--- src/swdw_params.svh ---
/*
 * Constants of the sleep, wake and watchdog block: register offsets,
 * field positions, reset values and timing counts.
 * Assumes a 100 MHz system clock and a 32-bit AXI4-Lite register bus.
 */
`ifndef SWDW_PARAMS_SVH
`define SWDW_PARAMS_SVH

// =====================================================================
// Register byte offsets
`define SWDW_OFF_INTCTL 8'h00
`define SWDW_OFF_STATUS 8'h04
`define SWDW_OFF_OPTION 8'h08
`define SWDW_OFF_CONFIG 8'h0C
`define SWDW_OFF_WDTCNT 8'h10

// =====================================================================
// Field positions
`define SWDW_IC_GIE 7
`define SWDW_IC_INTF 1
`define SWDW_IC_IOCF 0
`define SWDW_ST_TO 4
`define SWDW_ST_PD 3
`define SWDW_OP_INTEDG 6
`define SWDW_OP_PSA 3
`define SWDW_OP_PS_MSB 2
`define SWDW_CF_MCLRE 5
`define SWDW_CF_WATCHDOG_ENABLE_CFG 3

// =====================================================================
// Reset values
`define SWDW_RST_INTCTL 8'h00
`define SWDW_RST_STATUS 8'h18
`define SWDW_RST_OPTION 8'hFF
`define SWDW_RST_CONFIG 14'h3FFF

// =====================================================================
// Timing
`define SWDW_CLK_PERIOD_NS 10
`define SWDW_WDT_PERIOD_NS 18000000
`define SWDW_WDT_CYCLES (`SWDW_WDT_PERIOD_NS / `SWDW_CLK_PERIOD_NS)

`endif

--- src/swdw_pkg.sv ---
/*
 * Types shared by the sleep, wake and watchdog block.
 * Assumes nothing beyond a SystemVerilog tool.
 */
package swdw_pkg;
   // =================================================================
   // Power state of the core
   typedef enum logic [0:0] {
      SWDW_RUN,
      SWDW_SLEEP
   } swdw_state_t;

   typedef logic [1:0] swdw_resp_t;
   localparam swdw_resp_t SWDW_OKAY = 2'h0;
   localparam swdw_resp_t SWDW_SLVERR = 2'h2;
endpackage

--- src/swdw_top.sv ---
/*
 * Sleep entry, wake-up control and watchdog timer, with an AXI4-Lite
 * register slave for interrupt control, status, options and config.
 * Assumes the core gives one-cycle sleep and clear-watchdog strobes on
 * CLK_SYS, and that interrupt and reset pins are asynchronous.
 */
`timescale 1ns/1ps
`include "swdw_params.svh"

// What this block does
// - Power-down is entered only by executing the sleep instruction.
// - Sleep entry clears the watchdog; enabled watchdog keeps counting asleep.
// - Sleep entry clears power-down flag bit 3, sets time-out flag bit 4.
// - Asleep, CPU clock stops and I/O keep their prior drive states.
// - Sleep touches no other reset source nor stored analog enables.
// - Wake on reset pin, power-on, watchdog, external or change interrupt.
// - Wake-capable peripheral interrupts are change and external pin events.
// - The sleep instruction prefetches the next program address.
// - Only individually enabled interrupts wake, whatever global enable says.
// - After interrupt wake run next instruction, vector if globally enabled.
// - Every wake clears the watchdog counter.
// - Enabled flag pending before sleep makes sleep a no-operation.
// - Flag set during or after sleep: full sleep, then immediate wake.
// - Watchdog runs only when its configuration enable bit is set.
// - Timeout resets the device when running, wakes it when asleep.
// - Timeout nominally 18 ms, extended up to 1:128 by prescaler.
// - Clear-watchdog and sleep clear counter and assigned prescaler.
// - Watchdog timeout clears the time-out flag.
// - Prescaler assignment and ratio may change at any time.
module swdw_top #(
   parameter int WDT_CYCLES = `SWDW_WDT_CYCLES,
   parameter logic [13:0] CONFIG_WORD = `SWDW_RST_CONFIG,
   parameter int ADDR_W = 8
) (
   // Clock and reset
   input wire logic CLK_SYS,
   input wire logic RST,
   // Core strobes
   input wire logic SLEEP_OP,
   input wire logic CLEAR_WATCHDOG_OP,
   // Asynchronous pins
   input wire logic EXT_INT_PIN,
   input wire logic IOC_PIN,
   input wire logic EXTERNAL_RESET_PIN_N,
   // Core control
   output logic CPU_CLK_EN,
   output logic IO_HOLD,
   output logic PREFETCH_NEXT,
   output logic WAKE,
   output logic WAKE_VECTOR,
   output logic DEV_RESET,
   // AXI4-Lite write
   input wire logic [ADDR_W-1:0] S_AXI_AWADDR,
   input wire logic S_AXI_AWVALID,
   output logic S_AXI_AWREADY,
   input wire logic [31:0] S_AXI_WDATA,
   input wire logic [3:0] S_AXI_WSTRB,
   input wire logic S_AXI_WVALID,
   output logic S_AXI_WREADY,
   output swdw_pkg::swdw_resp_t S_AXI_BRESP,
   output logic S_AXI_BVALID,
   input wire logic S_AXI_BREADY,
   // AXI4-Lite read
   input wire logic [ADDR_W-1:0] S_AXI_ARADDR,
   input wire logic S_AXI_ARVALID,
   output logic S_AXI_ARREADY,
   output logic [31:0] S_AXI_RDATA,
   output swdw_pkg::swdw_resp_t S_AXI_RRESP,
   output logic S_AXI_RVALID,
   input wire logic S_AXI_RREADY
);
   import swdw_pkg::*;

   // ==================================================================
   // Declarations
   swdw_state_t state_q;
   logic [7:0] intctl_q, intctl_d, status_q, status_d, option_q;
   logic [31:0] base_cnt_q;
   logic [6:0] post_cnt_q, ratio_last;
   logic [2:0] int_sync_q, ioc_sync_q, rst_sync_q;
   logic int_evt, ioc_evt, pin_reset, pend, watchdog_enable_cfg, prescaler_assign;
   logic sleep_take, sleep_nop, wake_now, wdt_to, base_wrap;
   logic wdt_clear, pre_clear, wr_fire, rd_fire, wr_ok;
   logic cpu_clk_en_q, io_hold_q, prefetch_q, wake_q, wake_vec_q;
   logic dev_reset_q;
   logic awready_q, wready_q, bvalid_q, arready_q, rvalid_q;
   swdw_resp_t bresp_q, rresp_q;
   logic [31:0] rdata_q;
   logic [7:0] wbyte;

   // ==================================================================
   // Pin synchronisers and edge detection
   always_ff @(posedge CLK_SYS) begin
      if (RST) begin
         int_sync_q <= 3'h0;
         ioc_sync_q <= 3'h0;
         rst_sync_q <= 3'h7;
      end else begin
         int_sync_q <= {int_sync_q[1:0], EXT_INT_PIN};
         ioc_sync_q <= {ioc_sync_q[1:0], IOC_PIN};
         rst_sync_q <= {rst_sync_q[1:0], EXTERNAL_RESET_PIN_N};
      end
   end

   // Edge polarity of the external pin follows the option register
   assign int_evt = option_q[`SWDW_OP_INTEDG] ?
                    (int_sync_q[1] & ~int_sync_q[2]) :
                    (~int_sync_q[1] & int_sync_q[2]);
   assign ioc_evt = ioc_sync_q[1] ^ ioc_sync_q[2];
   // Pin reset only when enabled in config; unaffected by sleep
   assign pin_reset = CONFIG_WORD[`SWDW_CF_MCLRE] & ~rst_sync_q[1];

   // ==================================================================
   // Sleep control
   assign watchdog_enable_cfg = CONFIG_WORD[`SWDW_CF_WATCHDOG_ENABLE_CFG];
   assign prescaler_assign = option_q[`SWDW_OP_PSA];
   // Enable bits 5:3 pair with flag bits 2:0
   assign pend = |(intctl_q[5:3] & intctl_q[2:0]);
   assign sleep_take = SLEEP_OP & (state_q == SWDW_RUN) & ~pend;
   assign sleep_nop = SLEEP_OP & (state_q == SWDW_RUN) & pend;
   // Flags that rose during the sleep cycle wake on the next one
   assign wake_now = (state_q == SWDW_SLEEP) & (pend | wdt_to)
                     & ~pin_reset;

   always_ff @(posedge CLK_SYS) begin
      if (RST) begin
         state_q <= SWDW_RUN;
      end else begin
         case (state_q)
            SWDW_RUN: begin
               if (sleep_take && !pin_reset) begin
                  state_q <= SWDW_SLEEP;
               end
            end
            SWDW_SLEEP: begin
               if (wake_now || pin_reset) begin
                  state_q <= SWDW_RUN;
               end
            end
            default: begin
               state_q <= SWDW_RUN;
            end
         endcase
      end
   end

   // Core clock gate, I/O hold and wake strobes
   always_ff @(posedge CLK_SYS) begin
      if (RST) begin
         cpu_clk_en_q <= 1'b1;
         io_hold_q <= 1'b0;
         prefetch_q <= 1'b0;
         wake_q <= 1'b0;
         wake_vec_q <= 1'b0;
      end else begin
         if (sleep_take && !pin_reset) begin
            cpu_clk_en_q <= 1'b0;
            io_hold_q <= 1'b1;
         end else if (wake_now || pin_reset) begin
            cpu_clk_en_q <= 1'b1;
            io_hold_q <= 1'b0;
         end
         prefetch_q <= SLEEP_OP & (state_q == SWDW_RUN);
         wake_q <= wake_now;
         // Core runs the next instruction, then vectors if enabled
         wake_vec_q <= wake_now & pend & intctl_q[`SWDW_IC_GIE];
      end
   end

   // Device reset: pin reset, or watchdog timeout while running
   always_ff @(posedge CLK_SYS) begin
      if (RST) begin
         dev_reset_q <= 1'b0;
      end else begin
         dev_reset_q <= pin_reset
                        | (wdt_to & (state_q == SWDW_RUN));
      end
   end

   // ==================================================================
   // Watchdog: free-running base period plus optional prescaler
   assign base_wrap = (base_cnt_q == 32'(WDT_CYCLES - 1));
   assign ratio_last = 7'((8'h01 << option_q[`SWDW_OP_PS_MSB:0]) - 8'h01);
   assign wdt_to = watchdog_enable_cfg & base_wrap
                   & (~prescaler_assign | (post_cnt_q >= ratio_last));
   assign wdt_clear = CLEAR_WATCHDOG_OP | sleep_take | wake_now | wdt_to
                      | pin_reset;
   assign pre_clear = wdt_clear & (prescaler_assign | wdt_to | wake_now);

   // Runs on CLK_SYS, which is never gated by sleep
   always_ff @(posedge CLK_SYS) begin
      if (RST) begin
         base_cnt_q <= 32'h0;
      end else if (!watchdog_enable_cfg || wdt_clear) begin
         base_cnt_q <= 32'h0;
      end else if (base_wrap) begin
         base_cnt_q <= 32'h0;
      end else begin
         base_cnt_q <= base_cnt_q + 32'h1;
      end
   end

   always_ff @(posedge CLK_SYS) begin
      if (RST) begin
         post_cnt_q <= 7'h0;
      end else if (!watchdog_enable_cfg || pre_clear) begin
         post_cnt_q <= 7'h0;
      end else if (base_wrap && prescaler_assign) begin
         post_cnt_q <= post_cnt_q + 7'h1;
      end
   end

   // ==================================================================
   // AXI4-Lite slave: address and data taken together
   assign wr_fire = S_AXI_AWVALID & S_AXI_WVALID & ~awready_q & ~bvalid_q;
   assign rd_fire = S_AXI_ARVALID & ~arready_q & ~rvalid_q;
   assign wr_ok = S_AXI_WSTRB[0];
   assign wbyte = S_AXI_WDATA[7:0];

   always_ff @(posedge CLK_SYS) begin
      if (RST) begin
         awready_q <= 1'b0;
         wready_q <= 1'b0;
         bvalid_q <= 1'b0;
         bresp_q <= SWDW_OKAY;
      end else begin
         awready_q <= wr_fire;
         wready_q <= wr_fire;
         if (wr_fire) begin
            bvalid_q <= 1'b1;
            case (S_AXI_AWADDR)
               `SWDW_OFF_INTCTL, `SWDW_OFF_STATUS, `SWDW_OFF_OPTION,
               `SWDW_OFF_CONFIG, `SWDW_OFF_WDTCNT: bresp_q <= SWDW_OKAY;
               default: bresp_q <= SWDW_SLVERR;
            endcase
         end else if (S_AXI_BREADY) begin
            bvalid_q <= 1'b0;
         end
      end
   end

   always_ff @(posedge CLK_SYS) begin
      if (RST) begin
         arready_q <= 1'b0;
         rvalid_q <= 1'b0;
         rresp_q <= SWDW_OKAY;
         rdata_q <= 32'h0;
      end else begin
         arready_q <= rd_fire;
         if (rd_fire) begin
            rvalid_q <= 1'b1;
            rresp_q <= SWDW_OKAY;
            case (S_AXI_ARADDR)
               `SWDW_OFF_INTCTL: rdata_q <= {24'h0, intctl_q};
               `SWDW_OFF_STATUS: rdata_q <= {24'h0, status_q};
               `SWDW_OFF_OPTION: rdata_q <= {24'h0, option_q};
               `SWDW_OFF_CONFIG: rdata_q <= {18'h0, CONFIG_WORD};
               `SWDW_OFF_WDTCNT: rdata_q <= base_cnt_q;
               default: begin
                  rdata_q <= 32'h0;
                  rresp_q <= SWDW_SLVERR;
               end
            endcase
         end else if (S_AXI_RREADY) begin
            rvalid_q <= 1'b0;
         end
      end
   end

   // ==================================================================
   // Registers
   always_comb begin
      intctl_d = intctl_q;
      if (wr_fire && wr_ok && S_AXI_AWADDR == `SWDW_OFF_INTCTL) begin
         intctl_d = wbyte;
      end
      // Hardware set wins over a software clear
      intctl_d[`SWDW_IC_INTF] = intctl_d[`SWDW_IC_INTF] | int_evt;
      intctl_d[`SWDW_IC_IOCF] = intctl_d[`SWDW_IC_IOCF] | ioc_evt;
   end

   always_ff @(posedge CLK_SYS) begin
      if (RST) begin
         intctl_q <= `SWDW_RST_INTCTL;
      end else begin
         intctl_q <= intctl_d;
      end
   end

   always_comb begin
      status_d = status_q;
      // Software owns all but the power-down and time-out flags
      if (wr_fire && wr_ok && S_AXI_AWADDR == `SWDW_OFF_STATUS) begin
         status_d[7:5] = wbyte[7:5];
         status_d[2:0] = wbyte[2:0];
      end
      if (CLEAR_WATCHDOG_OP) begin
         status_d[`SWDW_ST_TO] = 1'b1;
         status_d[`SWDW_ST_PD] = 1'b1;
      end
      if (sleep_take) begin
         status_d[`SWDW_ST_PD] = 1'b0;
         status_d[`SWDW_ST_TO] = 1'b1;
      end
      if (wdt_to) begin
         status_d[`SWDW_ST_TO] = 1'b0;
      end
   end

   always_ff @(posedge CLK_SYS) begin
      if (RST) begin
         status_q <= `SWDW_RST_STATUS;
      end else begin
         status_q <= status_d;
      end
   end

   always_ff @(posedge CLK_SYS) begin
      if (RST) begin
         option_q <= `SWDW_RST_OPTION;
      end else if (wr_fire && wr_ok && S_AXI_AWADDR == `SWDW_OFF_OPTION) begin
         option_q <= wbyte;
      end
   end

   // ==================================================================
   // Outputs
   assign CPU_CLK_EN = cpu_clk_en_q;
   assign IO_HOLD = io_hold_q;
   assign PREFETCH_NEXT = prefetch_q;
   assign WAKE = wake_q;
   assign WAKE_VECTOR = wake_vec_q;
   assign DEV_RESET = dev_reset_q;
   assign S_AXI_AWREADY = awready_q;
   assign S_AXI_WREADY = wready_q;
   assign S_AXI_BVALID = bvalid_q;
   assign S_AXI_BRESP = bresp_q;
   assign S_AXI_ARREADY = arready_q;
   assign S_AXI_RVALID = rvalid_q;
   assign S_AXI_RRESP = rresp_q;
   assign S_AXI_RDATA = rdata_q;
endmodule

--- config.mk ---
export PLATFORM = sky130hd
export DESIGN_NAME = swdw_top
export DESIGN_NICKNAME = d
export VERILOG_FILES = /design/src/swdw_pkg.sv /design/src/swdw_top.sv
export VERILOG_INCLUDE_DIRS = /design/src
export SDC_FILE = /design/constraint.sdc
export NUM_CORES = 1
export LEC_CHECK = 0
export BUFFER_PORTS_ARGS = -buffer_cell sky130_fd_sc_hd__buf_4
export CORE_MARGIN = 1
export CORE_UTILIZATION = 50
export DETAILED_ROUTE_END_ITERATION = 6
export PLACE_DENSITY = 0.74
export SYNTH_ARGS = -nofsm -noshare
export SYNTH_HDL_FRONTEND = slang
export SYNTH_SLANG_ARGS = --single-unit
--- constraint.sdc ---
create_clock -name CLK_SYS -period 3.2 [get_ports CLK_SYS]
set_clock_uncertainty 0.05 [all_clocks]
set_input_delay 0.64 -clock CLK_SYS [delete_from_list [all_inputs] [get_ports CLK_SYS]]
set_output_delay 0.64 -clock CLK_SYS [all_outputs]
set_load 0.005 [all_outputs]
# Word-level counts from Yosys, hierarchy flattened
# Cells that the tools add are included.
# Widths: inputs -> output; s select.
[totals]
out_inout_bits = 47
reg_bits = 118
input_bits = 64
[op_classes]
n_addsub = 3
n_shift = 1
muxes = 19
bitwise = 39
order_cmp = 1
eq_ne = 9
reduce_logical = 19
[ops]
columns = ["op", "n"]
rows = [
  ["$pmux 32 s5", 1],
  ["$add 32x1->32 const B", 1],
  ["$eq 32x21->1 const B", 1],
  ["$eq 8x4->1 const B", 4],
  ["$and 1x1->1", 16],
  ["$eq 8x3->1 const B", 2],
  ["$eq 8x5->1 const B", 2],
  ["$logic_not 8->1", 2],
  ["$mux 1", 12],
  ["$or 1x1->1", 11],
  ["$mux 2", 5],
  ["$not 1->1", 10],
  ["$reduce_or 5->1", 2],
  ["$reduce_bool 2->1", 4],
  ["$add 7x1->7 const B", 1],
  ["$ge 7x7->1", 1],
  ["$shl 1x3->7 const A", 1],
  ["$sub 7x1->7 const B", 1],
  ["$logic_and 1x1->1", 6],
  ["$reduce_or 3->1", 2],
  ["$and 3x3->3", 1],
  ["$reduce_bool 3->1", 1],
  ["$pmux 1 s2", 1],
  ["$reduce_or 2->1", 1],
  ["other kinds (2)", 2],
]

# Depth between registers and ports, before layout
# Gate-level depths: netlist of run 1.
[logic_depth]
ltp_word = 13
mapped_depth = 14
depth_no_buf = 12

# Worst setup path before layout of run 1
# Ideal clock, no wire load.
[synth_path]
path_type = "register to register"
start = "register option_q[0]"
end = "register io_hold_q, in the netlist IO_HOLD"
t_arrival_ns = 2.435
slack_ns = 0.581
path_stages_with_launch = 13
setup_ns = 0.133
required_ns = 3.017
path_cell_list = "dfxtp_1 > clkbuf_1 > or3_1 > ha_1 > clkbuf_1 > xor2_1 > nor2_1 > a21oi_1 > ha_1 > o2111a_1 > a21oi_1 > nor3_1 > o21ai_0"
[synth_between]
elab_chain_len = 10
[synth_rtl]
columns = ["item", "line", "text"]
rows = [
  ["from (decl)", "swdw_top.sv:77", "logic [7:0] intctl_q, intctl_d, status_q, status_d, option_q;"],
  ["from (signal assigned)", "swdw_top.sv:320", "option_q <= `SWDW_RST_OPTION;"],
  ["from (signal assigned)", "swdw_top.sv:322", "option_q <= wbyte;"],
  ["$shl 1x3->7", "swdw_top.sv:183", "assign ratio_last = 7'((8'h01 << option_q[`SWDW_OP_PS_MSB:0]) - 8'h01);"],
  ["$sub 7x1->7", "swdw_top.sv:183", ""],
  ["$ge 7x7->1", "swdw_top.sv:185", "& (~prescaler_assign | (post_cnt_q >= ratio_last));"],
  ["$or 1x1->1", "swdw_top.sv:185", ""],
  ["$and 1x1->1", "swdw_top.sv:185", ""],
  ["$or 1x1->1", "swdw_top.sv:122", "assign wake_now = (state_q == SWDW_SLEEP) & (pend | wdt_to)"],
  ["$and 1x1->1", "swdw_top.sv:122", ""],
  ["$and 1x1->1", "swdw_top.sv:123", "& ~pin_reset;"],
  ["$logic_or 1x1->1", "swdw_top.sv:159", "end else if (wake_now || pin_reset) begin"],
  ["$reduce_bool 2->1 (no source line)", "-", ""],
  ["to (signal assigned)", "swdw_top.sv:151", "io_hold_q <= 1'b0;"],
  ["to (signal assigned)", "swdw_top.sv:158", "io_hold_q <= 1'b1;"],
  ["to (signal assigned)", "swdw_top.sv:161", "io_hold_q <= 1'b0;"],
  ["to (decl)", "swdw_top.sv:84", "logic cpu_clk_en_q, io_hold_q, prefetch_q, wake_q, wake_vec_q;"],
]
# Every way passes these cells.
# A chain may end at the register's enable or synchronous reset.

# Worst setup path after layout of run 1
# Ends and elaborated chain as after synthesis.

==> metrics.md, run 1 <==
| Metric | Value |
|---|---|
| FMAX | 357 MHz |
| Rows | 37 |
| CP endpoint | IO_HOLD |
| Iteration-0 DRC Markers | between 150 and 200 |
| Largest net degree at the start of global routing | 74 |
| Core area | 10300 µm² |
| Most common cell after layout, fill and taps aside | dfxtp_1 |
| Diode count | 0 |
| CP Class | register to register |
| Total grt overflow | 0 |
| Die Ht | around 110 µm |
| Via-per-instance ratio | 5.64 |
| Total Wirelength | 12.5 mm |
| Hold_sp | EXTERNAL_RESET_PIN_N |
| Count of final setup violators | 0 |
| Post-route DRC | 0 |
| Status | finished, final reports clean |
| Cts hold-fix bufs | 0 |
| Mapped cell area | 5310 µm² |
| Max_slew headroom | 0.511 |
| Cell Pwr Density | 543 nW/µm² |
| H-tree depth | 4 |
| Initial Util | 0.514 |
| Fin crit period | 2.80 ns |
| Final GP Congestion | about 0.86 |
| Hold WC Path Type | input port to register |
| RSZ-0062 raised after global routing | no |
| Max-slew violation count | 0 |
| EDFF count, synth | 0 |
| Synthesized netlist cell count | 609 |
| Syn_area_per_cell | 8.72 µm² |
| GRT Util Overall | 0.235 |
| Root buf cell | clkbuf_8 |
| Crit-path cells | or3_1, ha_1, nor3_1, a21o_1, a21oi_1, ha_1, o2111a_1, a21oi_1, nor3_1, o21ai_0 |
| Max-capacitance violation count | 0 |
| Port buffer count | roughly 80 |
| Die Span X | 105 µm |
| Design Power | 0.00353 W |
| FF-to-FF Start | option_q[0] |
| Final net count | 749 |
| DRT antenna net count | 0 |
| TritonCTS Buffers | 17 |
| Maximum clock path buffer count | 2 |
| First-pass GRT wire length | 20.5 mm |
| Initial antenna violation count | 0 |
| Setup crit end kind | register |
| Max stage delay on crit path | about 0.44 ns |
| WL per Instance | 15.1 µm |
| Slowest stage cell on the critical path | or3_1 |
| Fin. Hold Viols | 0 |
| Internal reg-to-reg setup slack | just under 0.4 ns |
| Most frequent cells in the layout | 116 x dfxtp_1, 89 x nor2_1, 88 x buf_4, 35 x a21oi_1, 35 x nand3_1 |
| Post-synth top flop | dfxtp_1 |
| FILL cells | 831 |
| Critical Path Start Type | register |
| Async set-reset flop share out of synthesis | 0 |
| Critical Path RT | 3.55 ns |
| Via count | 4639 |
| Register-to-Register Path Depth | 10 |
| Dpl hpwl | 8.61 mm |
| Register area | roughly 2300 µm² |
| Worst setup startpoint | option_q[0] |
| CP top delay family | simple AND/OR/NAND/NOR gates |
| # clock sinks | between 100 and 150 |
| DIE AREA | 11000 µm² |
| I/O pin count | 111 |
| CTS tree | built |
| Data arrival time of the worst path | ~3.2 ns |
| Instance count on the critical path | 10 |
| TNS Setup | 0 ns |
| Seq/Total Area, Yosys | 0.437 |
| Share of layout cells above drive strength 1 | 0.194 |
| Tcrit/Tclk final | 0.876 |
| YS warnings | 0 |
| DR pass1 iterations | 5 |
| Post_cts resized | 0 |
| Clock transition at path regs | around 0.060 ns |
| Multi-input gate area | 2720 µm² |
| Cell variety after synth | 58 |
| Post-CTS Setup Bufs | 0 |
| Measured slew at the worst slew-check pin | 0.734 ns |
| Skew-Pair Late Insertion Delay | around 0.53 ns |
| Vias in the first global route | 4468 |
| RR Endpoint | IO_HOLD |
| Leakage | 2.66 nW |
| Maximum VDD drop | between 300 and 400 µV |
| Area delta synth->final | 22.5% |
| Yosys reg bits | 116 |
| WP buf/inv | 0 |
| Crit-path max FO | 8 |
==> sequential cells by signal, summed over array words and instances, names as in the netlist, 2 cells and up <==
register     count
S_AXI_RDATA     32
base_cnt_q      32
intctl_q         8
option_q         8
status_q         8
post_cnt_q       7
int_sync_q       3
ioc_sync_q       3
rst_sync_q       2
==> stage by stage <==
stage | utilization | cells | hold WS, ns | worst slack, ns | instance area (µm²)
2_1_floorplan | - | 610 | 0.339 | 0.581 | 5310
3_3_place_gp | 0.574 | 792 | 0.345 | 0.524 | 5930
3_5_place_dp | 0.574 | 792 | 0.347 | 0.422 | 5930
4_1_cts | 0.630 | 823 | 0.232 | 0.412 | 6500
5_1_grt | 0.630 | 823 | 0.227 | 0.186 | 6500
6_report | 0.630 | 823 | 0.237 | 0.398 | 6500
==> area by class of cell <==
cell class,count,share of cell area
tap,136,0.0262
multi-input combinational,437,0.418
inverter,15,0.00866
clock inverter,9,0.0158
sequential,116,0.357
timing repair buffer,88,0.102
clock buffer,22,0.0727
==> power by group <==
part / total (W) / internal (W) / switching [W]
logic: 0.000195 / 0.0000901 / 0.000105
clock network: 0.00184 / 0.00118 / 0.000663
registers: 0.00149 / 0.00147 / 0.0000183
==> worst min-delay path by stage <==
stage | end | slack, ns | depth (start not counted)
floorplan | rst_sync_q[1] | 0.34 | 1
detailed placement | rst_sync_q[1] | 0.35 | 1
finish | rst_sync_q[0] | 0.24 | 2
global placement | rst_sync_q[1] | 0.35 | 1
global route | rst_sync_q[0] | 0.23 | 2
CTS | rst_sync_q[0] | 0.23 | 2
==> cells in the mapped netlist (all sizes together), types with 6 or more instances <==
cell    number  area share
nand2       35       0.026
nand3       36       0.035
or3          7      0.0082
nor2        89       0.063
dfxtp      116        0.44
nor2b       19       0.022
nor3        20       0.019
mux2i       15       0.028
o22ai        9       0.011
a211oi       9       0.013
buf         17       0.024
xor2        21       0.035
and3        11       0.013
o21ai       14       0.013
clkbuf      25       0.018
a211o        9       0.015
inv         15       0.011
a22oi        6      0.0085
nand4       15       0.018
a21o         7      0.0099
a21oi       35       0.033
ha          10       0.024
a221oi       8       0.013
xnor2       12       0.020
==> per-layer routing <==
metal / vias to the layer above / routed length (µm) / global-route usage
met3: 35 / 603 / 0.0605
met5: - / 0 / 0
li1: 2282 / - / -
met4: 0 / 352 / 0.121
met2: 127 / 6210 / 0.400
met1: 2195 / 5290 / 0.271
==> cell families after synthesis <==
logic type / share of synthesized area
other cells: 0.000706
flops: 0.437
simple gates: 0.271
xor+xnor: 0.0544
fa+ha+maj: 0.0236
compound gates: 0.132
mux: 0.0283
buf+inv: 0.0525
==> worst register-to-register path, cell delays in order, from the launching register on <==
cell	delay (ns)
dfxtp_1	0.38
or3_1	0.44
ha_1	0.29
nor3_1	0.16
a21o_1	0.12
a21oi_1	0.08
ha_1	0.29
o2111a_1	0.18
a21oi_1	0.10
nor3_1	0.41
o21ai_0	0.17
Power figures use the tool's default switching activity.
==> run 2: changes to the inputs <==
--- a/config.mk
+++ b/config.mk
@@ -10,6 +10,7 @@
 export CORE_MARGIN = 1
 export CORE_UTILIZATION = 50
 export DETAILED_ROUTE_END_ITERATION = 6
+export MAX_ROUTING_LAYER = met4
 export PLACE_DENSITY = 0.74
 export SYNTH_ARGS = -nofsm -noshare
 export SYNTH_HDL_FRONTEND = slang
==> metrics.md, run 2 (synthesized netlist as in run 1, its figures left out) <==
| Metric | Value |
|---|---|
| TNS Setup | 0 ns (unchanged) |
| H-tree depth | 4 (unchanged) |
| Port buffer count | 81 (unchanged) |
| Most common cell after layout, fill and taps aside | dfxtp_1 (unchanged) |
| GRT Util Overall | 0.241 (was 0.235) |
| Max-capacitance violation count | 0 (unchanged) |
| Rows | 37 (unchanged) |
| Iteration-0 DRC Markers | 177 (was 195) |
| Hold WC Path Type | input port to register (unchanged) |
| Setup crit end kind | register (unchanged) |
| DIE AREA | 11000 µm² (unchanged) |
| Int Pwr | 0.00274 W (about the same) |
| Max-slew violation count | 0 (unchanged) |
| Status | finished, final reports clean (unchanged) |
| Share of layout cells above drive strength 1 | 0.194 (unchanged) |
| Measured slew at the worst slew-check pin | 0.731 ns (was 0.734 ns) |
| Dpl hpwl | 8.61 mm (unchanged) |
| Maximum VDD drop | 358 µV (was 365 µV) |
| Fin. Hold Viols | 0 (unchanged) |
| FILL cells | 831 (unchanged) |
| First-pass GRT wire length | 20.5 mm (about the same) |
| Crit-path max FO | 8 (unchanged) |
| Area delta synth->final | 22.5% (unchanged) |
| Die Span X | 105 µm (unchanged) |
| Total grt overflow | 0 (unchanged) |
| DR pass1 iterations | 5 (unchanged) |
| Flop pwr share | 0.424 (was 0.423) |
| Most frequent cells in the layout | 116 x dfxtp_1, 89 x nor2_1, 88 x buf_4, 35 x a21oi_1, 35 x nand3_1 (unchanged) |
| Post_cts resized | 0 (unchanged) |
| Critical Path RT | 3.54 ns (was 3.55 ns) |
| Max_slew headroom | 0.512 (was 0.511) |
| DRT antenna net count | 0 (unchanged) |
| CP Class | register to register (unchanged) |
| FMAX | 358 MHz (was 357 MHz) |
| Post-CTS Setup Bufs | 0 (unchanged) |
| Count of final setup violators | 0 (unchanged) |
| Non-Filler Instances | 823 (unchanged) |
| Cell Pwr Density | 541 nW/µm² (was 543 nW/µm²) |
| Clk network pwr share | 0.521 (was 0.522) |
| Root buf cell | clkbuf_8 (unchanged) |
| Core area | 10300 µm² (unchanged) |
| Sw frac | 0.221 (was 0.223) |
| Tcrit/Tclk final | 0.872 (was 0.876) |
| Diode count | 0 (unchanged) |
| Cts hold-fix bufs | 0 (unchanged) |
| Initial antenna violation count | 0 (unchanged) |
| Initial Util | 0.514 (unchanged) |
| Largest net degree at the start of global routing | 74 (unchanged) |
| Net Sw Power | 0.000779 W (was 0.000787 W) |
| Fin crit period | 2.79 ns (was 2.80 ns) |
| Post-route DRC | 0 (unchanged) |
| Post-Place Cells | 792 (unchanged) |
| Final net count | 749 (unchanged) |
| Clock transition at path regs | 0.06 ns (about the same) |
| Vias in the first global route | 4459 (was 4468) |
| Internal reg-to-reg setup slack | 0.41 ns (was 0.40 ns) |
| Data arrival time of the worst path | 3.13 ns (was 3.15 ns) |
| Total Wirelength | 12.4 mm (was 12.5 mm) |
| Skew-Pair Late Insertion Delay | 0.53 ns (about the same) |
| Via-per-instance ratio | 5.64 (about the same) |
| RSZ-0062 raised after global routing | no (unchanged) |
| Comb pwr share | 0.055 (about the same) |
| Die Ht | 105 µm (unchanged) |
| WL per Instance | 15.1 µm (about the same) |
| Leakage | 2.66 nW (unchanged) |
| Critical Path Start Type | register (unchanged) |
| # clock sinks | 116 (unchanged) |
| I/O pin count | 111 (unchanged) |
| Final GP Congestion | 0.873 (was 0.859) |
| TritonCTS Buffers | 17 (unchanged) |
| CTS tree | built (unchanged) |
| Via count | 4645 (was 4639) |
| Maximum clock path buffer count | 2 (unchanged) |
run 2: metal layers:
metal,track usage,vias to the layer above,share of wire
met5,-,-,0
li1,-,2286,-
met3,0.0586,33,0.048
met1,0.271,2190,0.42
met4,0.124,0,0.026
met2,0.400,136,0.50
run 2: worst max-delay path: stages (launching register included):
cell and delay, ns:
dfxtp_1 0.38, or3_1 0.44, ha_1 0.29, nor3_1 0.17, a21o_1 0.12, a21oi_1 0.08, ha_1 0.29, o2111a_1 0.18
a21oi_1 0.10, nor3_1 0.40, o21ai_0 0.17
run 2: worst paths after layout:
| path | cells past startpoint | startpoint | end |
|---|---|---|---|
| worst max-delay path | 10 | option_q[0] | IO_HOLD |
| worst min register to register | 1 | rst_sync_q[0] | rst_sync_q[1] |
| worst max register to register | 10 | option_q[0] | IO_HOLD |
| worst min-delay path | 2 | EXTERNAL_RESET_PIN_N | rst_sync_q[0] |
run 2: area by class of cell:
cell class / count / area, µm² / share of cell area
inverters: 15 / 56.3 / 0.00866
flip-flops and latches: 116 / 2320 / 0.357
clock buffers: 22 / 473 / 0.0727
well taps: 136 / 170 / 0.0262
multi-input cells: 437 / 2720 / 0.418
repair buffers: 88 / 661 / 0.102
clock inverters: 9 / 103 / 0.0158
run 2: metrics by stage:
stage | worst slack, ns | cell area [µm²] | total power (W) | hold slack [ns] | utilization
global placement | 0.524 | 5930 | 0.00171 | 0.345 | 0.574
CTS | 0.412 | 6500 | 0.00353 | 0.232 | 0.630
global route | 0.186 | 6500 | 0.00363 | 0.228 | 0.630
floorplan | 0.581 | 5310 | 0.00163 | 0.339 | -
finish | 0.408 | 6500 | 0.00352 | 0.246 | 0.630
detailed placement | 0.422 | 5930 | 0.00172 | 0.347 | 0.574
run 2: power by group through the flow:
stage / Sequential (W) / Clock (W) / Combinational (W)
3_5_place_dp: 0.00152 / 0 / 0.000195
4_1_cts: 0.00149 / 0.00185 / 0.000196
3_3_place_gp: 0.00152 / 0 / 0.000189
2_1_floorplan: 0.00152 / 0 / 0.000106
6_report: 0.00149 / 0.00183 / 0.000195
5_1_grt: 0.00149 / 0.00192 / 0.000214
==> run 3: changes to the inputs <==
--- a/config.mk
+++ b/config.mk
@@ -12,6 +12,8 @@
 export DETAILED_ROUTE_END_ITERATION = 6
 export MAX_ROUTING_LAYER = met4
 export PLACE_DENSITY = 0.74
+export RECOVER_POWER = 100
+export SKIP_CTS_REPAIR_TIMING = 1
 export SYNTH_ARGS = -nofsm -noshare
 export SYNTH_HDL_FRONTEND = slang
 export SYNTH_SLANG_ARGS = --single-unit
==> metrics.md, run 3 (synthesized netlist as in run 1, its figures left out) <==
| Metric | Value |
|---|---|
| Critical Path Start Type | register (unchanged) |
| Critical Path RT | 3.52 ns (was 3.54 ns) |
| CTS tree | built (unchanged) |
| Skew-Pair Late Insertion Delay | 0.52 ns (was 0.53 ns) |
| Internal reg-to-reg setup slack | 0.38 ns (was 0.41 ns) |
| Most frequent cells in the layout | 116 x dfxtp_1, 89 x nor2_1, 45 x clkbuf_4, 36 x nand3_1, 36 x buf_4 (was 116 x dfxtp_1, 89 x nor2_1, 88 x buf_4, 35 x a21oi_1, 35 x nand3_1) |
| Maximum VDD drop | 357 µV (was 358 µV) |
| Rows | 37 (unchanged) |
| Dpl hpwl | 8.61 mm (unchanged) |
| Die Span X | 105 µm (unchanged) |
| Diode count | 0 (unchanged) |
| Hold_sp | EXTERNAL_RESET_PIN_N (unchanged) |
| Status | finished, final reports clean (unchanged) |
| Count of final setup violators | 0 (unchanged) |
| # clock sinks | 116 (unchanged) |
| WL per Instance | 15.0 µm (was 15.1 µm) |
| Leakage | 2.58 nW (was 2.66 nW) |
| Max-slew violation count | 0 (unchanged) |
| TNS Setup | 0 ns (unchanged) |
| FF-to-FF Start | base_cnt_q[1] (was option_q[0]) |
| Post-route DRC | 0 (unchanged) |
| Register-to-Register Path Depth | 6 (was 10) |
| DR pass1 iterations | 4 (was 5) |
| Area delta synth->final | 21.2% (was 22.5%) |
| RR Endpoint | base_cnt_q[23] (was IO_HOLD) |
| RSZ-0062 raised after global routing | no (unchanged) |
| Max-capacitance violation count | 0 (unchanged) |
| H-tree depth | 4 (unchanged) |
| Share of layout cells above drive strength 1 | 0.175 (was 0.194) |
| Final net count | 749 (unchanged) |
| WHS | 0.248 ns (was 0.246 ns) |
| Final GP Congestion | 0.873 (unchanged) |
| Cell Pwr Density | 545 nW/µm² (was 541 nW/µm²) |
| Root buf cell | clkbuf_8 (unchanged) |
| Core area | 10300 µm² (unchanged) |
| Port buffer count | 81 (unchanged) |
| TritonCTS Buffers | 17 (unchanged) |
| CP Class | register to register (unchanged) |
| Via-per-instance ratio | 5.65 (was 5.64) |
| Dpl cell area | 5930 µm² (unchanged) |
| Hold WC Path Type | input port to register (unchanged) |
| First-pass GRT wire length | 20.5 mm (unchanged) |
| FILL cells | 846 (was 831) |
| Total Wirelength | 12.4 mm (about the same) |
| Total grt overflow | 0 (unchanged) |
| Maximum clock path buffer count | 2 (unchanged) |
| Multi-input gate area | 2680 µm² (was 2720 µm²) |
| Initial antenna violation count | 0 (unchanged) |
| Vias in the first global route | 4459 (unchanged) |
| Largest net degree at the start of global routing | 74 (unchanged) |
| Fin. Hold Viols | 0 (unchanged) |
| DIE AREA | 11000 µm² (unchanged) |
| WHS Path Cells | 2 (unchanged) |
| Most common cell after layout, fill and taps aside | dfxtp_1 (unchanged) |
| GRT Util Overall | 0.241 (unchanged) |
| Worst Hold End | rst_sync_q[0] (unchanged) |
| I/O pin count | 111 (unchanged) |
| Cell area after layout | 6440 µm² (was 6500 µm²) |
| Setup crit end kind | register (unchanged) |
| Final core occ | 0.623 (was 0.630) |
| Fin crit period | 2.82 ns (was 2.79 ns) |
| Clock transition at path regs | 0.06 ns (about the same) |
| Via count | 4647 (was 4645) |
| Data arrival time of the worst path | 3.14 ns (was 3.13 ns) |
| Tcrit/Tclk final | 0.882 (was 0.872) |
| Register area | 2320 µm² (unchanged) |
| DRT antenna net count | 0 (unchanged) |
| Crit-path max FO | 31 (was 8) |
| Die Ht | 105 µm (unchanged) |
| FMAX | 354 MHz (was 358 MHz) |
| Iteration-0 DRC Markers | 180 (was 177) |
| Initial Util | 0.514 (unchanged) |
| Measured slew at the worst slew-check pin | 1.41 ns (was 0.731 ns) |
| Max_slew headroom | 0.0625 (was 0.512) |
-- run 3: how the worst max path moves through the flow --
stage	startpoint	endpoint	slack, ns	depth (start not counted)
final	base_cnt_q[1]	base_cnt_q[23]	0.38	6
after global routing	base_cnt_q[1]	base_cnt_q[30]	0.1	6
after CTS	option_q[0]	IO_HOLD	0.41	11
after detailed placement	option_q[0]	IO_HOLD	0.42	10
after global placement	option_q[0]	post_cnt_q[0]	0.52	11
after floorplan	option_q[0]	IO_HOLD	0.58	12
-- run 3: layout make-up --
type	count	area share
multi-input cells	437	0.416
flip-flops and latches	116	0.361
repair buffers	88	0.0988
clock buffers	22	0.0735
well taps	136	0.0264
clock inverters	9	0.0159
inverters	15	0.00875
-- run 3: metal layers --
layer / wire [µm] / global-route usage
met1: 5280 / 0.271
met2: 6260 / 0.400
met3: 507 / 0.0586
met4: 309 / 0.124
met5: 0 / -
-- run 3: power by group --
part	internal, W	switching (W)	total [W]
clock network	0.00118	0.000651	0.00183
registers	0.00147	0.0000179	0.00149
logic	0.0000840	0.000102	0.000186
total	0.00274	0.000771	0.00351
-- run 3: stage by stage --
stage,std cells,power (W),worst slack (ns)
finish,823,0.00351,0.378
global route,823,0.00362,0.0961
CTS,823,0.00353,0.412
detailed placement,792,0.00172,0.422
global placement,792,0.00171,0.524
floorplan,610,0.00163,0.581
-- run 3: critical path, cell delays in order, from the launching register on --
cell and delay, ns:
dfxtp_1 0.41, ha_1 0.23, and3_1 0.37, and3_1 0.34
nand3_1 0.29, nand2_1 0.84, nor2_1 0.13
